### config.mk
export PLATFORM = sky130hd
export DESIGN_NAME = csag_core
export DESIGN_NICKNAME = d
export VERILOG_FILES = /design/src/rtl/csag_pkg.sv /design/src/rtl/csag_core.sv
export SDC_FILE = /design/constraint.sdc
export NUM_CORES = 1
export LEC_CHECK = 0
export BUFFER_PORTS_ARGS = -buffer_cell sky130_fd_sc_hd__buf_2
export CORE_UTILIZATION = 50
export CTS_CLUSTER_SIZE = 30
export DETAILED_ROUTE_END_ITERATION = 6
export PLACE_DENSITY = 0.77
export SYNTH_ARGS = -nofsm -noshare
export SYNTH_HDL_FRONTEND = slang
export SYNTH_SLANG_ARGS = --single-unit
### constraint.sdc
create_clock -name clk -period 6.85 [get_ports clk]
set_clock_uncertainty 0.2 [all_clocks]
set_input_delay 1.37 -clock clk [delete_from_list [all_inputs] [get_ports clk]]
set_output_delay 1.37 -clock clk [all_outputs]
set_load 0.01 [all_outputs]
### src/rtl/csag_pkg.sv
// Constants and types for the CPU status and address generator
package csag_pkg;
  // ----------------------------------------------------------------
  // Status word layout
  // ----------------------------------------------------------------
  localparam logic [7:0] CSAG_PSW_RESET = 8'h00;
  localparam int CSAG_BIT_MIE = 6;
  localparam int CSAG_BIT_VF = 3;
  localparam int CSAG_BIT_NF = 2;
  localparam int CSAG_BIT_CF = 1;
  localparam int CSAG_BIT_ZF = 0;
  // ----------------------------------------------------------------
  // Address map
  // ----------------------------------------------------------------
  localparam logic [17:0] CSAG_SFR_BASE = 18'h03F00;
  localparam logic [17:0] CSAG_SFR_LAST = 18'h03FFF;
  localparam logic [17:0] CSAG_RAM_SHORT_BASE = 18'h00000;
  localparam logic [1:0] CSAG_BANK_RESET = 2'h0;
  localparam logic [17:0] CSAG_LAST_ADDR_RESET = 18'h00000;
  // ----------------------------------------------------------------
  // Types
  // ----------------------------------------------------------------
  typedef struct packed {
    logic zero;      // reserved bit 7
    logic maskable_irq_enable;
    logic mask_level_hi;
    logic mask_level_lo;
    logic overflow_flag;
    logic negative_flag;
    logic carry_flag;
    logic zero_flag;
  } csag_psw_t;
  // Addressing modes
  typedef enum logic [3:0] {
    CSAG_AM_REG_IND, CSAG_AM_REG_D8, CSAG_AM_REG_D16,
    CSAG_AM_PC_REL, CSAG_AM_SP_D4, CSAG_AM_SP_D8, CSAG_AM_SP_D16,
    CSAG_AM_ABS8, CSAG_AM_ABS12, CSAG_AM_ABS16, CSAG_AM_ABS18,
    CSAG_AM_RAM_SHORT, CSAG_AM_IO_SHORT, CSAG_AM_HANDY
  } csag_mode_t;
  // Address request from the decoder
  typedef struct packed {
    logic valid;
    csag_mode_t mode;
    logic is_branch;
    logic is_move;
    logic is_word;
    logic [15:0] areg;
    logic [15:0] disp;
    logic [17:0] abs_op;
  } csag_areq_t;
  // Word transfer phases
  typedef enum logic [1:0] {CSAG_ST_IDLE, CSAG_ST_HIGH} csag_state_t;
endpackage : csag_pkg

### src/rtl/csag_core.sv
// Status word, interrupt acceptance and effective address generation
`timescale 1ns/10ps
`default_nettype none
module csag_core
  import csag_pkg::*;
#(
  parameter int PC_W = 19
) (
  input wire logic clk,
  input wire logic srst,
  input wire csag_areq_t areq,
  input wire logic [15:0] sp,
  input wire logic [PC_W-1:0] pc,
  input wire logic [1:0] data_bank,
  input wire logic alu_valid,
  input wire logic alu_is_arith,
  input wire logic alu_word,
  input wire logic [15:0] alu_result,
  input wire logic alu_carry,
  input wire logic alu_ovf,
  input wire logic psw_wr,
  input wire logic [7:0] psw_wdata,
  input wire logic irq_req,
  input wire logic irq_nmi,
  input wire logic [1:0] irq_level,
  input wire logic irq_ie,
  input wire logic reti,
  input wire logic [7:0] stack_rdata,
  output logic [7:0] psw_q,
  output logic irq_accept,
  output logic push_valid,
  output logic [7:0] push_data,
  output logic addr_valid,
  output logic [17:0] addr_q,
  output logic addr_sfr,
  output logic addr_err,
  output logic [17:0] branch_target,
  output logic [PC_W-1:0] pc_q
);
  // ----------------------------------------------------------------
  // Status word register
  // ----------------------------------------------------------------
  csag_psw_t psw_reg, psw_next;
  logic [1:0] mask_now;
  logic admit_level, admit_mask, accept_w;
  assign mask_now = {psw_reg.mask_level_hi, psw_reg.mask_level_lo};
  // Smaller value outranks larger
  assign admit_level = irq_level < mask_now;
  assign admit_mask = psw_reg.maskable_irq_enable & irq_ie & admit_level;
  assign accept_w = irq_req & (irq_nmi | admit_mask);
  // Flag results from the ALU
  logic res_zero, res_neg;
  assign res_zero = alu_word ? (alu_result == 16'h0000) : (alu_result[7:0] == 8'h00);
  assign res_neg = alu_word ? alu_result[15] : alu_result[7];
  // Next status value; return beats all, then software, then acceptance
  always_comb begin
    psw_next = psw_reg;
    if (reti) begin
      psw_next = csag_psw_t'(stack_rdata);
    end else if (psw_wr) begin
      psw_next = csag_psw_t'(psw_wdata);
    end else begin
      if (alu_valid) begin
        psw_next.zero_flag = res_zero;
        psw_next.negative_flag = res_neg;
        psw_next.carry_flag = alu_carry;
        psw_next.overflow_flag = alu_is_arith & alu_ovf;
      end
      if (accept_w && !irq_nmi) begin
        // Only the mask changes; enable kept
        psw_next.mask_level_hi = irq_level[1];
        psw_next.mask_level_lo = irq_level[0];
      end
    end
    psw_next.zero = 1'b0;
  end
  // Status update
  always_ff @(posedge clk) begin
    if (srst) begin
      psw_reg <= csag_psw_t'(CSAG_PSW_RESET);
      psw_q <= CSAG_PSW_RESET;
      irq_accept <= 1'b0;
      push_valid <= 1'b0;
      push_data <= 8'h00;
    end else begin
      psw_reg <= psw_next;
      psw_q <= psw_next;
      irq_accept <= accept_w;
      push_valid <= accept_w;
      push_data <= psw_reg;
    end
  end
  // ----------------------------------------------------------------
  // Effective address generation
  // ----------------------------------------------------------------
  logic [17:0] ea_w, last_addr_reg;
  logic [15:0] off16;
  logic [17:0] bank_base;
  logic [PC_W-1:0] pc_disp, pc_sum;
  logic ea_bad;
  assign bank_base = {data_bank, 16'h0000};
  // Nibble-unit branch displacement, sign extended
  assign pc_disp = PC_W'(signed'(areq.disp));
  assign pc_sum = pc + pc_disp;
  // Data address offset selection
  always_comb begin
    off16 = 16'h0000;
    unique case (areq.mode)
      CSAG_AM_REG_IND: off16 = areq.areg;
      CSAG_AM_REG_D8: off16 = areq.areg + {{8{areq.disp[7]}}, areq.disp[7:0]};
      CSAG_AM_REG_D16: off16 = areq.areg + areq.disp;
      CSAG_AM_SP_D4: off16 = sp + {12'h000, areq.disp[3:0]};
      CSAG_AM_SP_D8: off16 = sp + {8'h00, areq.disp[7:0]};
      CSAG_AM_SP_D16: off16 = sp + areq.disp;
      CSAG_AM_ABS8: off16 = {8'h00, areq.abs_op[7:0]};
      CSAG_AM_ABS12: off16 = {4'h0, areq.abs_op[11:0]};
      CSAG_AM_ABS16: off16 = areq.abs_op[15:0];
      CSAG_AM_RAM_SHORT: off16 = CSAG_RAM_SHORT_BASE[15:0] + {8'h00, areq.abs_op[7:0]};
      CSAG_AM_IO_SHORT: off16 = CSAG_SFR_BASE[15:0] + {8'h00, areq.abs_op[7:0]};
      default: off16 = 16'h0000;
    endcase
  end
  // Full address with bank; I/O and RAM short are absolute in bank zero
  always_comb begin
    ea_w = bank_base | {2'b00, off16};
    ea_bad = 1'b0;
    if (areq.mode == CSAG_AM_IO_SHORT || areq.mode == CSAG_AM_RAM_SHORT) begin
      ea_w = {2'b00, off16};
    end else if (areq.mode == CSAG_AM_HANDY) begin
      ea_w = last_addr_reg;
      ea_bad = !areq.is_move;
    end else if (areq.mode == CSAG_AM_ABS18) begin
      ea_w = areq.abs_op;
      ea_bad = !areq.is_branch;
    end else if (areq.mode == CSAG_AM_PC_REL) begin
      ea_w = pc_sum[18:1];
      ea_bad = !areq.is_branch;
    end
  end
  // Word transfer sequencing as two byte cycles
  csag_state_t st_reg, st_next;
  logic start_w, data_w;
  assign data_w = areq.mode != CSAG_AM_PC_REL && areq.mode != CSAG_AM_ABS18;
  assign start_w = areq.valid & !ea_bad & (st_reg == CSAG_ST_IDLE);
  always_comb begin
    st_next = st_reg;
    unique case (st_reg)
      CSAG_ST_IDLE: if (start_w && areq.is_word && data_w) st_next = CSAG_ST_HIGH;
      CSAG_ST_HIGH: st_next = CSAG_ST_IDLE;
    endcase
  end
  // Address outputs and memory of last access
  always_ff @(posedge clk) begin
    if (srst) begin
      st_reg <= CSAG_ST_IDLE;
      addr_valid <= 1'b0;
      addr_q <= 18'h00000;
      addr_sfr <= 1'b0;
      addr_err <= 1'b0;
      branch_target <= 18'h00000;
      pc_q <= '0;
      last_addr_reg <= CSAG_LAST_ADDR_RESET;
    end else begin
      st_reg <= st_next;
      pc_q <= pc;
      addr_err <= areq.valid & ea_bad & (st_reg == CSAG_ST_IDLE);
      if (st_reg == CSAG_ST_HIGH) begin
        addr_valid <= 1'b1;
        addr_q <= addr_q + 18'h00001;
        addr_sfr <= (addr_q + 18'h00001) >= CSAG_SFR_BASE && (addr_q + 18'h00001) <= CSAG_SFR_LAST;
      end else if (start_w && data_w) begin
        addr_valid <= 1'b1;
        addr_q <= ea_w;
        addr_sfr <= (ea_w >= CSAG_SFR_BASE) && (ea_w <= CSAG_SFR_LAST);
        last_addr_reg <= ea_w;
      end else begin
        addr_valid <= 1'b0;
      end
      if (start_w && !data_w) begin
        branch_target <= ea_w;
      end
    end
  end
  // ----------------------------------------------------------------
  // Assertions
  // ----------------------------------------------------------------
  // Reserved bit never set
  property p_bit7;
    @(posedge clk) disable iff (srst) psw_q[7] == 1'b0;
  endproperty
  a_bit7: assert property (p_bit7) else $error("reserved bit set");
  // Acceptance pushes the old status word
  property p_push;
    @(posedge clk) disable iff (srst) accept_w |=> push_valid && push_data == $past(psw_reg);
  endproperty
  a_push: assert property (p_push) else $error("push missing");
  // Zero byte result sets the zero flag
  property p_zero;
    @(posedge clk) disable iff (srst)
      (alu_valid && !reti && !psw_wr && !alu_word && alu_result[7:0] == 8'h00) |=> psw_q[0];
  endproperty
  a_zero: assert property (p_zero) else $error("zero flag wrong");
  // Nonzero word result clears the zero flag
  property p_wzero;
    @(posedge clk) disable iff (srst)
      (alu_valid && !reti && !psw_wr && alu_word && alu_result != 16'h0000) |=> !psw_q[0];
  endproperty
  a_wzero: assert property (p_wzero) else $error("word zero flag wrong");
  // Carry follows the ALU carry out
  property p_carry;
    @(posedge clk) disable iff (srst) (alu_valid && !reti && !psw_wr) |=> psw_q[1] == $past(alu_carry);
  endproperty
  a_carry: assert property (p_carry) else $error("carry flag wrong");
  // Negative follows the top bit of a byte result
  property p_neg;
    @(posedge clk) disable iff (srst)
      (alu_valid && !reti && !psw_wr && !alu_word) |=> psw_q[2] == $past(alu_result[7]);
  endproperty
  a_neg: assert property (p_neg) else $error("negative flag wrong");
  // Logic operations never report overflow
  property p_ovf;
    @(posedge clk) disable iff (srst) (alu_valid && !reti && !psw_wr && !alu_is_arith) |=> !psw_q[3];
  endproperty
  a_ovf: assert property (p_ovf) else $error("overflow flag wrong");
  // Disabled maskable requests are never taken
  property p_mie;
    @(posedge clk) disable iff (srst) (!psw_reg.maskable_irq_enable && !irq_nmi) |-> !accept_w;
  endproperty
  a_mie: assert property (p_mie) else $error("masked request taken");
  // Levels not below the mask are refused
  property p_level;
    @(posedge clk) disable iff (srst) (!irq_nmi && irq_level >= mask_now) |-> !accept_w;
  endproperty
  a_level: assert property (p_level) else $error("low priority taken");
  // Non-maskable request always taken
  property p_nmi;
    @(posedge clk) disable iff (srst) (irq_req && irq_nmi) |=> irq_accept;
  endproperty
  a_nmi: assert property (p_nmi) else $error("nmi refused");
  // Acceptance loads the mask and keeps the enable
  property p_mask;
    @(posedge clk) disable iff (srst) (accept_w && !irq_nmi && !reti && !psw_wr) |=>
      psw_q[5:4] == $past(irq_level) && psw_q[6] == $past(psw_reg.maskable_irq_enable);
  endproperty
  a_mask: assert property (p_mask) else $error("mask load wrong");
  // Enable bit survives any acceptance
  property p_keep_mie;
    @(posedge clk) disable iff (srst)
      (accept_w && !reti && !psw_wr) |=> psw_q[6] == $past(psw_reg.maskable_irq_enable);
  endproperty
  a_keep_mie: assert property (p_keep_mie) else $error("enable changed");
  // I/O short lands in the special register page
  property p_io;
    @(posedge clk) disable iff (srst) (start_w && areq.mode == CSAG_AM_IO_SHORT) |=>
      addr_q == {10'h03F, $past(areq.abs_op[7:0])} && addr_sfr;
  endproperty
  a_io: assert property (p_io) else $error("io short address wrong");
  // RAM short lands in the first page
  property p_ram;
    @(posedge clk) disable iff (srst) (start_w && areq.mode == CSAG_AM_RAM_SHORT) |=>
      addr_q == {10'h000, $past(areq.abs_op[7:0])};
  endproperty
  a_ram: assert property (p_ram) else $error("ram short address wrong");
  // Absolute 16-bit data accesses carry the selected bank
  property p_bank;
    @(posedge clk) disable iff (srst) (start_w && areq.mode == CSAG_AM_ABS16) |=>
      addr_q[17:16] == $past(data_bank);
  endproperty
  a_bank: assert property (p_bank) else $error("bank wrong");
  // Register indirect uses the register alone
  property p_regind;
    @(posedge clk) disable iff (srst) (start_w && areq.mode == CSAG_AM_REG_IND) |=>
      addr_q[15:0] == $past(areq.areg);
  endproperty
  a_regind: assert property (p_regind) else $error("register address wrong");
  // Short stack displacement added unsigned
  property p_spd4;
    @(posedge clk) disable iff (srst) (start_w && areq.mode == CSAG_AM_SP_D4) |=>
      addr_q[15:0] == $past(sp) + $past({12'h000, areq.disp[3:0]});
  endproperty
  a_spd4: assert property (p_spd4) else $error("stack address wrong");
  // Long absolute refused outside branches
  property p_abs18;
    @(posedge clk) disable iff (srst) (areq.valid && st_reg == CSAG_ST_IDLE &&
      areq.mode == CSAG_AM_ABS18 && !areq.is_branch) |=> addr_err && !addr_valid;
  endproperty
  a_abs18: assert property (p_abs18) else $error("abs18 not refused");
  // Branch target takes the long absolute operand
  property p_btgt;
    @(posedge clk) disable iff (srst) (start_w && areq.mode == CSAG_AM_ABS18) |=>
      branch_target == $past(areq.abs_op);
  endproperty
  a_btgt: assert property (p_btgt) else $error("branch target wrong");
  // Handy mode refused outside moves
  property p_handy;
    @(posedge clk) disable iff (srst) (areq.valid && st_reg == CSAG_ST_IDLE &&
      areq.mode == CSAG_AM_HANDY && !areq.is_move) |=> addr_err && !addr_valid;
  endproperty
  a_handy: assert property (p_handy) else $error("handy not refused");
  // Special register flag marks the register page
  property p_sfr;
    @(posedge clk) disable iff (srst)
      addr_valid |-> addr_sfr == (addr_q >= 18'h03F00 && addr_q <= 18'h03FFF);
  endproperty
  a_sfr: assert property (p_sfr) else $error("sfr decode wrong");
  // Program counter copy lags one cycle
  property p_pc;
    @(posedge clk) disable iff (srst) 1'b1 |=> pc_q == $past(pc);
  endproperty
  a_pc: assert property (p_pc) else $error("pc copy wrong");
  // Word access gives two consecutive bytes
  property p_word;
    @(posedge clk) disable iff (srst) (start_w && data_w && areq.is_word) |=>
      addr_valid ##1 (addr_valid && addr_q == $past(addr_q) + 18'h00001);
  endproperty
  a_word: assert property (p_word) else $error("word split wrong");
  c_word: cover property (@(posedge clk) disable iff (srst) start_w && data_w && areq.is_word);
  c_accept: cover property (@(posedge clk) disable iff (srst) accept_w && !irq_nmi);
  c_reti: cover property (@(posedge clk) disable iff (srst) reti);
  c_handy: cover property (@(posedge clk) disable iff (srst) start_w && areq.mode == CSAG_AM_HANDY);
  c_branch: cover property (@(posedge clk) disable iff (srst) start_w && !data_w);
endmodule : csag_core
`default_nettype wire

==> flow_summary.json, run 1 <==
{
  "finalHoldViolations": 0,
  "die_w_um": 128,
  "die-area_um2": 16400,
  "synthArstFlopShare": 0,
  "rows": 45,
  "synth_top_cell_area_share": 0.231,
  "seqCellArea_um2": 1840,
  "seqPwrFrac": 0.345,
  "pwr-share-clk": 0.330,
  "dr.first_iter.drc_count": 855,
  "cts_tree": "done",
  "grt_use_total": 0.316,
  "synth_area_um2": 7960,
  "synth_xor_area_frac": 0.0660,
  "ant_nets": 0,
  "grt_first_pass_wirelength_mm": 40.3,
  "internal_power_w": 0.00115,
  "largest_reg_flops": 19,
  "avgSynthCellArea_um2": 7.82,
  "slew_headroom": 0.207,
  "remaining_drc_errors": 0,
  "synth_fa_ha_area_frac": 0.106,
  "area_growth_pct": 19.1,
  "combPwrFrac": 0.326,
  "ys.flop_type": "dfxtp_1",
  "dp_cells": 1400,
  "period_minus_slack_ns": 5.66,
  "end_kind": "register",
  "regMostFlops": "pc_q",
  "drv_slew": 0,
  "setup_viol": 0,
  "cts_resized": 0,
  "cp_max_fo": 19,
  "yosysMostFrequentCell": "a21oi_1",
  "final_cells": 1416,
  "io_pins": 217,
  "cts_sinks": 92,
  "worstPathRequired_ns": 6.92,
  "start_kind": "primary input",
  "hpwl_mm": 20.6,
  "fill_cells": 1425,
  "drive_gt1_frac": 0.224,
  "holdBufCountCts": 0,
  "yosys.area_share.simple": 0.214,
  "core_area_um2": 15400,
  "wl_mm": 25.9,
  "max_freq_mhz": 177,
  "synth_compound_area_frac": 0.282,
  "multi_input_comb_area_um2": 5820,
  "synth_edf_count": 0,
  "status": "complete, no violations",
  "rsz0062_at_grt": "false",
  "p_sw_w": 0.000569,
  "io_buffers": 212,
  "synth_common_cells": "112 x a21oi_1, 97 x nor2_1, 92 x dfxtp_1",
  "dieHeight_um": 128,
  "powerDensity_nw_per_um2": 181,
  "post_cts_buffers": 0,
  "cts_made_buffers": 9,
  "cts_htree_levels": 3,
  "yosys_warnings": 0,
  "drv_cap": 0,
  "dr.pass1.iters": 5,
  "first_global_vias": 7896,
  "clk_pin_slew_ns": 0.06,
  "antenna_found_initial": 1,
  "ys_types": 82,
  "synth_top_family_by_area": "compound AO/OA/AOI/OAI gates",
  "netlist_instances": 1018,
  "ys_seq_area_frac": 0.231,
  "yosysTopAreaCell": "dfxtp_1",
  "gp_congestion": 0.961,
  "finalCritPeriodShare": 0.826,
  "synthTopCellsByArea": "dfxtp_1 23%, ha_1 9.6%, a21oi_1 7.0%, nor2_1 4.6%, nand2_1 4.2%",
  "clk_latency_ns": 0.35,
  "final.setup.tns_ns": 0,
  "worstPathArrival_ns": 5.73,
  "dr_total_vias": 8624,
  "wl_per_cell_um": 18.3,
  "switching_share": 0.331,
  "routed_via_density": 6.09,
  "final_net_count": 1406,
  "grt_max_degree": 92,
  "cts_root_buf": "clkbuf_16",
  "grt-ovfl-total": 0,
  "start_util": 0.518,
  "clockBufferDepth": 2,
  "synthMuxAreaShare": 0.0605,
  "vdd_ir_drop_max_mv": 0.148,
  "synth.ff_latch_count": 92,
  "path_class": "primary input to register",
  "hold_class": "register to register",
  "leakage_nw": 4.16,
  "worst_pin_slew_ns": 1.18
}
-- power by group through the flow --
stage | combinational (W) | sequential [W] | clock [W]
after floorplan | 0.000359 | 0.000608 | 0
after global placement | 0.000541 | 0.000603 | 0
after detailed placement | 0.000547 | 0.000603 | 0
after CTS | 0.000550 | 0.000592 | 0.000576
after global routing | 0.000612 | 0.000596 | 0.000598
final | 0.000559 | 0.000592 | 0.000566
-- logic make-up (layout without fill, tap and decap cells) --
kind of cell / after synthesis / after routing
and+or+nand+nor: 347 / 347
xor gates and xnor gates: 60 / 60
AOI/OAI and AO/OA: 332 / 332
muxes: 46 / 46
other: 1 / 3
adders and majority gates: 65 / 65
DFF: 92 / 92
buffers and inverters: 75 / 260
-- worst paths after layout --
check / to / cells past startpoint / startpoint / slack (ns)
worst min-delay path: last_addr_reg[2] / 2 / last_addr_reg[2] / 0.26
worst max-delay path: last_addr_reg[12] / 16 / areq[54] / 1.19
worst max register to register: addr_q[0] / 6 / st_reg[0] / 3.67
worst min register to register: last_addr_reg[2] / 2 / last_addr_reg[2] / 0.26
-- per-stage QoR --
step                setup slack, ns  utilization  cell area [um^2]  hold WS (ns)  power (W)
floorplan                      1.35            -              7970         0.236   0.000968
global placement               1.16        0.595              9140         0.243    0.00114
detailed placement             1.01        0.595              9140         0.248    0.00115
CTS                            1.35        0.617              9480         0.260    0.00172
global route                   1.09        0.617              9480         0.283    0.00181
finish                         1.19        0.617              9480         0.259    0.00172
-- metal layers --
metal  vias up  track usage  share of wire
met4         0        0.149          0.038
met5         -            0              0
li1       4155            -              -
met3        77       0.0626          0.086
met1      3942        0.392           0.42
met2       450        0.522           0.46
-- cell usage in the layout, fill, tap and decap left out, types with 5 or more instances in the layout --
master     netlist  layout
a211oi_1        21      21
xnor2_1         29      29
buf_2           11     212
o21bai_1         7       7
o21a_1           9       9
o221ai_1        11      11
nor2b_1         34      34
nand3_1         25      25
and3_1          15      15
mux2i_1         29      29
o211ai_1        11      11
or4_1            5       5
nor3_1          19      19
mux2_2          17      17
a22oi_1         16      16
nand4_1          6       6
o21ai_1          8       8
xor2_1          31      31
nand2_1         89      89
ha_1            61      61
a21o_1          18      18
o21ai_0         30      30
o31ai_1          5       5
nor4_1           5       5
a221oi_1         9       9
o22ai_1         12      12
nor2_1          97      97
nor3b_1          5       5
a21oi_1        112     112
and2_1          11      11
inv_1           23      23
nand2b_1        14      14
o2111ai_1        7       7
clkbuf_16        0       9
dfxtp_1         92      92
a31oi_1          9       9
a222oi_1         5       5
buf_4            3       9
-- cell type report --
class | count | share of cell area
antenna | 1 | 0.000264
clock buffer | 9 | 0.0238
clock inverter | 6 | 0.0119
inverter | 24 | 0.00950
multi-input combinational | 852 | 0.613
sequential | 92 | 0.194
tap | 211 | 0.0278
timing repair buffer | 221 | 0.119
-- critical path: stages --
cell      delay (ns)
buf_2           0.33
nand2b_1        0.21
nor2_1          0.21
and2_1          0.26
buf_4           0.26
mux2_2          0.35
ha_1            0.34
a21oi_1         0.20
nor3b_1         0.28
a21oi_1         0.20
o221ai_1        0.33
mux2i_1         0.29
a221oi_1        0.17
a221oi_1        0.58
nand2_1         0.16
a21oi_1         0.17
Power figures use the tool's default switching activity.
==> run 2, diff against run 1 <==
--- a/config.mk
+++ b/config.mk
@@ -6,10 +6,10 @@
 export NUM_CORES = 1
 export LEC_CHECK = 0
 export BUFFER_PORTS_ARGS = -buffer_cell sky130_fd_sc_hd__buf_2
-export CORE_UTILIZATION = 50
+export CORE_UTILIZATION = 49
 export CTS_CLUSTER_SIZE = 30
 export DETAILED_ROUTE_END_ITERATION = 6
-export PLACE_DENSITY = 0.77
+export PLACE_DENSITY = 0.78
 export SYNTH_ARGS = -nofsm -noshare
 export SYNTH_HDL_FRONTEND = slang
 export SYNTH_SLANG_ARGS = --single-unit
==> constraint.sdc (replaced) <==
create_clock -name clk -period 5.1 [get_ports clk]
set_clock_uncertainty 0.2 [all_clocks]
set_input_delay 1.02 -clock clk [delete_from_list [all_inputs] [get_ports clk]]
set_output_delay 1.02 -clock clk [all_outputs]
set_load 0.01 [all_outputs]
==> run 2 against run 1 <==
Against the previous run: combinational power is 34% higher; clock power increased by 14%; global-route usage down 1.8 points; non-clock buffer count is 12 higher; critical path depth increased by 1; sequential share of layout area fell by 0.092 points; sequential cell count is the same; via count decreased by 0.12%; largest power group unchanged; highest routed layer unchanged.
==> flow_summary.json, run 2 (synthesis results as in run 1) <==
{
  "seqPwrFrac": 0.363,
  "start_util": 0.501,
  "core_area_um2": 15900,
  "start_kind": "primary input",
  "powerDensity_nw_per_um2": 230,
  "final.setup.tns_ns": 0,
  "clockBufferDepth": 2,
  "die_w_um": 129,
  "end_kind": "register",
  "period_minus_slack_ns": 4.72,
  "io_pins": 217,
  "crit_path_start": "areq[53]",
  "finalCritPeriodShare": 0.926,
  "remaining_drc_errors": 0,
  "path_class": "primary input to register",
  "slew_headroom": 0.508,
  "crit_cells": 17,
  "wl_per_cell_um": 17.5,
  "drv_cap": 0,
  "status": "complete, no violations",
  "r2r-start": "addr_q[1]",
  "setup_viol": 0,
  "r2r_cells": 10,
  "first_global_vias": 7599,
  "dr_total_vias": 8614,
  "worstPathCellList": "buf_2, nand2b_1, nor2_1, and2_1, mux2_2, ha_1, inv_1, fa_1, nand2b_1, a21o_1, a21oi_1, o221ai_1, a2111oi_0, o31ai_1, a22oi_1, nor2_1, a41o_1",
  "largest_reg_flops": 19,
  "final_common_cell": "buf_2",
  "cts_resized": 0,
  "antenna_found_initial": 0,
  "fill_cells": 1464,
  "internal_power_w": 0.00141,
  "dr.first_iter.drc_count": 981,
  "timing.critical_path.to": "addr_sfr",
  "gp_congestion": 1.03,
  "cts_made_buffers": 9,
  "drive_gt1_frac": 0.233,
  "die-area_um2": 16800,
  "ant_nets": 0,
  "regMostFlops": "pc_q",
  "worstPathArrival_ns": 4.75,
  "slowest_delay_ns": 0.46,
  "holdBufCountCts": 0,
  "worst_r2r_endpoint": "addr_sfr",
  "post-route-util": 0.600,
  "finalHoldViolations": 0,
  "rsz0062_at_grt": "false",
  "post_cts_buffers": 0,
  "grt_use_total": 0.297,
  "worstPathRequired_ns": 5.13,
  "clk_pin_slew_ns": 0.07,
  "cts_sinks": 92,
  "drv_slew": 0,
  "r2r_slack_ns": 2.54,
  "hold_class": "register to register",
  "cp_max_fo": 6,
  "max_freq_mhz": 212,
  "cts_tree": "done",
  "crit_path_top_delay_cell": "a2111oi_0",
  "grt_max_degree": 52,
  "vdd_ir_drop_max_mv": 0.176,
  "pwr-share-clk": 0.295,
  "diodes": 0,
  "final_net_count": 1418,
  "mostFrequentLayoutCells": "212 x buf_2, 112 x a21oi_1, 97 x nor2_1",
  "switching_share": 0.353,
  "hpwl_mm": 19.9,
  "leakage_nw": 4.19,
  "clk_latency_ns": 0.34,
  "cts_htree_levels": 3,
  "grt_first_pass_wirelength_mm": 39.1,
  "cp_top_family": "compound AO/OA/AOI/OAI gates",
  "rows": 46,
  "combPwrFrac": 0.342,
  "dieHeight_um": 129,
  "dr.pass1.iters": 6,
  "routed_via_density": 6.01,
  "wl_mm": 25.1,
  "grt-ovfl-total": 0,
  "worst_pin_slew_ns": 0.737,
  "io_buffers": 212,
  "whs_ns": 0.259,
  "cp_num_buf_inv": 2,
  "p_sw_w": 0.000774,
  "cts_root_buf": "clkbuf_16",
  "power.total_w": 0.00219,
  "area_growth_pct": 19.6
}
[run 2: cell count changes in the layout (fill, tap and decap cells not counted), sizes merged]
cell      previous run  this run
buf                221       233
inv                 25        29
bufinv               3         0
clkinv               2         0
clkinvlp             0         2
diode                1         0
[run 2: worst min path at each step]
stage,startpoint,end,depth (start not counted)
after global placement,last_addr_reg[2],last_addr_reg[2],2
after CTS,last_addr_reg[14],last_addr_reg[14],2
after global routing,last_addr_reg[10],last_addr_reg[10],2
after floorplan,last_addr_reg[1],last_addr_reg[1],2
final,last_addr_reg[14],last_addr_reg[14],2
after detailed placement,last_addr_reg[14],last_addr_reg[14],2
[run 2: area by class of cell]
class / count / area [um^2] / share of cell area
multi-input combinational: 852 / 5820 / 0.611
sequential: 92 / 1840 / 0.193
timing repair buffer: 233 / 1220 / 0.128
tap: 216 / 270 / 0.0284
clock buffer: 9 / 225 / 0.0236
inverter: 24 / 90.1 / 0.00946
clock inverter: 7 / 63.8 / 0.00670
[run 2: metrics by stage]
step / std cells / worst slack [ns] / instance area (um^2)
after floorplan: 1019 / 0.0262 / 7970
after global placement: 1417 / 0.181 / 9240
after detailed placement: 1417 / 0.109 / 9240
after CTS: 1433 / 0.452 / 9530
after global routing: 1433 / 0.0980 / 9530
final: 1433 / 0.377 / 9530
[run 2: power by group through the flow]
stage	sequential, W	clock (W)	combinational [W]
floorplan	0.000817	0	0.000483
global placement	0.000810	0	0.000719
detailed placement	0.000811	0	0.000731
CTS	0.000795	0.000655	0.000735
global route	0.000801	0.000685	0.000821
finish	0.000795	0.000646	0.000748
[run 2: layer usage]
metal | routed length [um] | track usage | up-vias
met5 | 0 | 0 | -
met4 | 857 | 0.114 | 0
met3 | 2360 | 0.0516 | 61
met2 | 10800 | 0.456 | 450
met1 | 11100 | 0.414 | 3934
li1 | - | - | 4169
[run 2: tightest hold or removal path, delay by kind of cell, from the launching register on]
kind / cells / cell delay, ns
AO/OA/AOI/OAI: 1 / 0.05
flip-flops: 1 / 0.31
AND/OR/NAND/NOR: 1 / 0.05
==> run 3, diff against run 2 <==
--- a/config.mk
+++ b/config.mk
@@ -9,7 +9,8 @@
 export CORE_UTILIZATION = 49
 export CTS_CLUSTER_SIZE = 30
 export DETAILED_ROUTE_END_ITERATION = 6
-export PLACE_DENSITY = 0.78
+export PLACE_DENSITY = 0.89
+export SKIP_LAST_GASP = 1
 export SYNTH_ARGS = -nofsm -noshare
 export SYNTH_HDL_FRONTEND = slang
 export SYNTH_SLANG_ARGS = --single-unit
==> run 3 against run 2 <==
Against the previous run: fmax decreased by 2.1%; total power rose by 2.2%; critical path depth did not move; hold slack barely moved; via count increased by 2.7%; clock-buffer cell count did not move; die area stayed put; combinational power barely moved; worst setup slack worse by 0.10 ns; critical endpoint unchanged; highest routed layer unchanged.
==> flow_summary.json, run 3 (synthesis results as in run 1) <==
{
  "remaining_drc_errors": 0,
  "drv_slew": 0,
  "grt_use_total": 0.306,
  "setup_viol": 0,
  "finalHoldViolations": 0,
  "cts_sinks": 92,
  "wl_mm": 26.1,
  "path_class": "primary input to register",
  "regMostFlops": "pc_q",
  "first_global_vias": 7897,
  "cts_tree": "done",
  "final_net_count": 1411,
  "crit_path_start": "areq[53]",
  "period_minus_slack_ns": 4.83,
  "r2r_cells": 7,
  "cp_max_fo": 4,
  "cts_root_buf": "clkbuf_16",
  "worst_pin_slew_ns": 0.954,
  "cts_htree_levels": 3,
  "hold_depth": 2,
  "grt-ovfl-total": 0,
  "fill_cells": 1476,
  "worstPathRequired_ns": 5.14,
  "max_freq_mhz": 207,
  "dr.pass1.iters": 6,
  "powerDensity_nw_per_um2": 235,
  "io_buffers": 212,
  "die-area_um2": 16800,
  "design_area_um2": 9510,
  "die_w_um": 129,
  "vdd_ir_drop_max_mv": 0.192,
  "hpwl_mm": 20.7,
  "p_sw_w": 0.000779,
  "clk_latency_ns": 0.35,
  "status": "complete, no violations",
  "dr.first_iter.drc_count": 985,
  "dr_total_vias": 8846,
  "combPwrFrac": 0.335,
  "end_kind": "register",
  "io_pins": 217,
  "rsz0062_at_grt": "false",
  "largest_reg_flops": 19,
  "gp_congestion": 1.06,
  "grt_first_pass_wirelength_mm": 39.8,
  "switching_share": 0.349,
  "final_common_cell": "buf_2",
  "leakage_nw": 4.16,
  "r2r-start": "st_reg[0]",
  "rows": 46,
  "area_growth_pct": 19.4,
  "ant_nets": 0,
  "worstPathArrival_ns": 4.87,
  "mostFrequentLayoutCells": "212 x buf_2, 112 x a21oi_1, 97 x nor2_1",
  "core_area_um2": 15900,
  "seqPwrFrac": 0.356,
  "cts_made_buffers": 9,
  "clk_pin_slew_ns": 0.07,
  "internal_power_w": 0.00146,
  "final.setup.tns_ns": 0,
  "drive_gt1_frac": 0.228,
  "slew_headroom": 0.358,
  "start_kind": "primary input",
  "finalCritPeriodShare": 0.946,
  "holdBufCountCts": 0,
  "post_cts_buffers": 0,
  "clockBufferDepth": 2,
  "antenna_found_initial": 0,
  "dieHeight_um": 129,
  "start_util": 0.501,
  "hold_class": "register to register",
  "wl_per_cell_um": 18.3,
  "pwr-share-clk": 0.309,
  "cts_resized": 0,
  "routed_via_density": 6.20,
  "hold_start": "last_addr_reg[11]",
  "place_area_um2": 9200,
  "grt_max_degree": 49,
  "drv_cap": 0
}
## run 3: cell count changes in the layout (fill, tap and decap cells not counted)
cell       change
buf_12         +1
buf_4          -8
bufinv_16      +1
clkinv_4       +2
diode_2        +1
inv_6          -2
inv_8          -1
## run 3: layout make-up
class	instances	area (um^2)	share of cell area
Multi-Input combinational cell	852	5820	0.612
Sequential cell	92	1840	0.194
Timing Repair Buffer	226	1180	0.124
Tap cell	216	270	0.0284
Clock buffer	9	225	0.0237
Inverter	24	90.1	0.00948
Clock inverter	7	82.6	0.00869
Antenna cell	1	2.50	0.000263
## run 3: stage by stage
| step | power (W) | util | hold slack, ns | setup slack (ns) | instances |
|---|---|---|---|---|---|
| 2_1_floorplan | 0.00130 | - | 0.236 | 0.0262 | 1019 |
| 3_3_place_gp | 0.00152 | 0.579 | 0.243 | 0.118 | 1410 |
| 3_5_place_dp | 0.00154 | 0.579 | 0.253 | 0.0407 | 1410 |
| 4_1_cts | 0.00223 | 0.598 | 0.262 | 0.389 | 1426 |
| 5_1_grt | 0.00234 | 0.598 | 0.278 | 0.0936 | 1426 |
| 6_report | 0.00224 | 0.598 | 0.260 | 0.274 | 1427 |
## run 3: critical path, stage by stage
cell and delay [ns]:
buf_2 0.12, nand2b_1 0.18, nor2_1 0.13, and2_1 0.30, mux2_2 0.21, ha_1 0.19
inv_1 0.07, fa_1 0.39, nand2b_1 0.18, a21o_1 0.20, a21oi_1 0.28, o221ai_1 0.27
a2111oi_0 0.52, o31ai_1 0.21, a22oi_1 0.26, nor2_1 0.08, a41o_1 0.25
## run 3: power by group through the flow
stage / sequential (W) / clock [W] / combinational, W
global placement: 0.000809 / 0 / 0.000712
CTS: 0.000795 / 0.000697 / 0.000733
floorplan: 0.000817 / 0 / 0.000483
finish: 0.000796 / 0.000691 / 0.000749
global route: 0.000800 / 0.000723 / 0.000818
detailed placement: 0.000811 / 0 / 0.000728
## run 3: metal layers
layer	track usage	vias up	share of wire
met4	0.163	0	0.047
met5	0	-	0
li1	-	4160	-
met1	0.397	4079	0.41
met2	0.483	503	0.45
met3	0.0528	104	0.091
## run 3: final timing paths
path | endpoint | slack (ns)
max | addr_sfr | 0.27
min | last_addr_reg[11] | 0.26
max reg2reg | addr_sfr | 2.45
min reg2reg | last_addr_reg[11] | 0.26
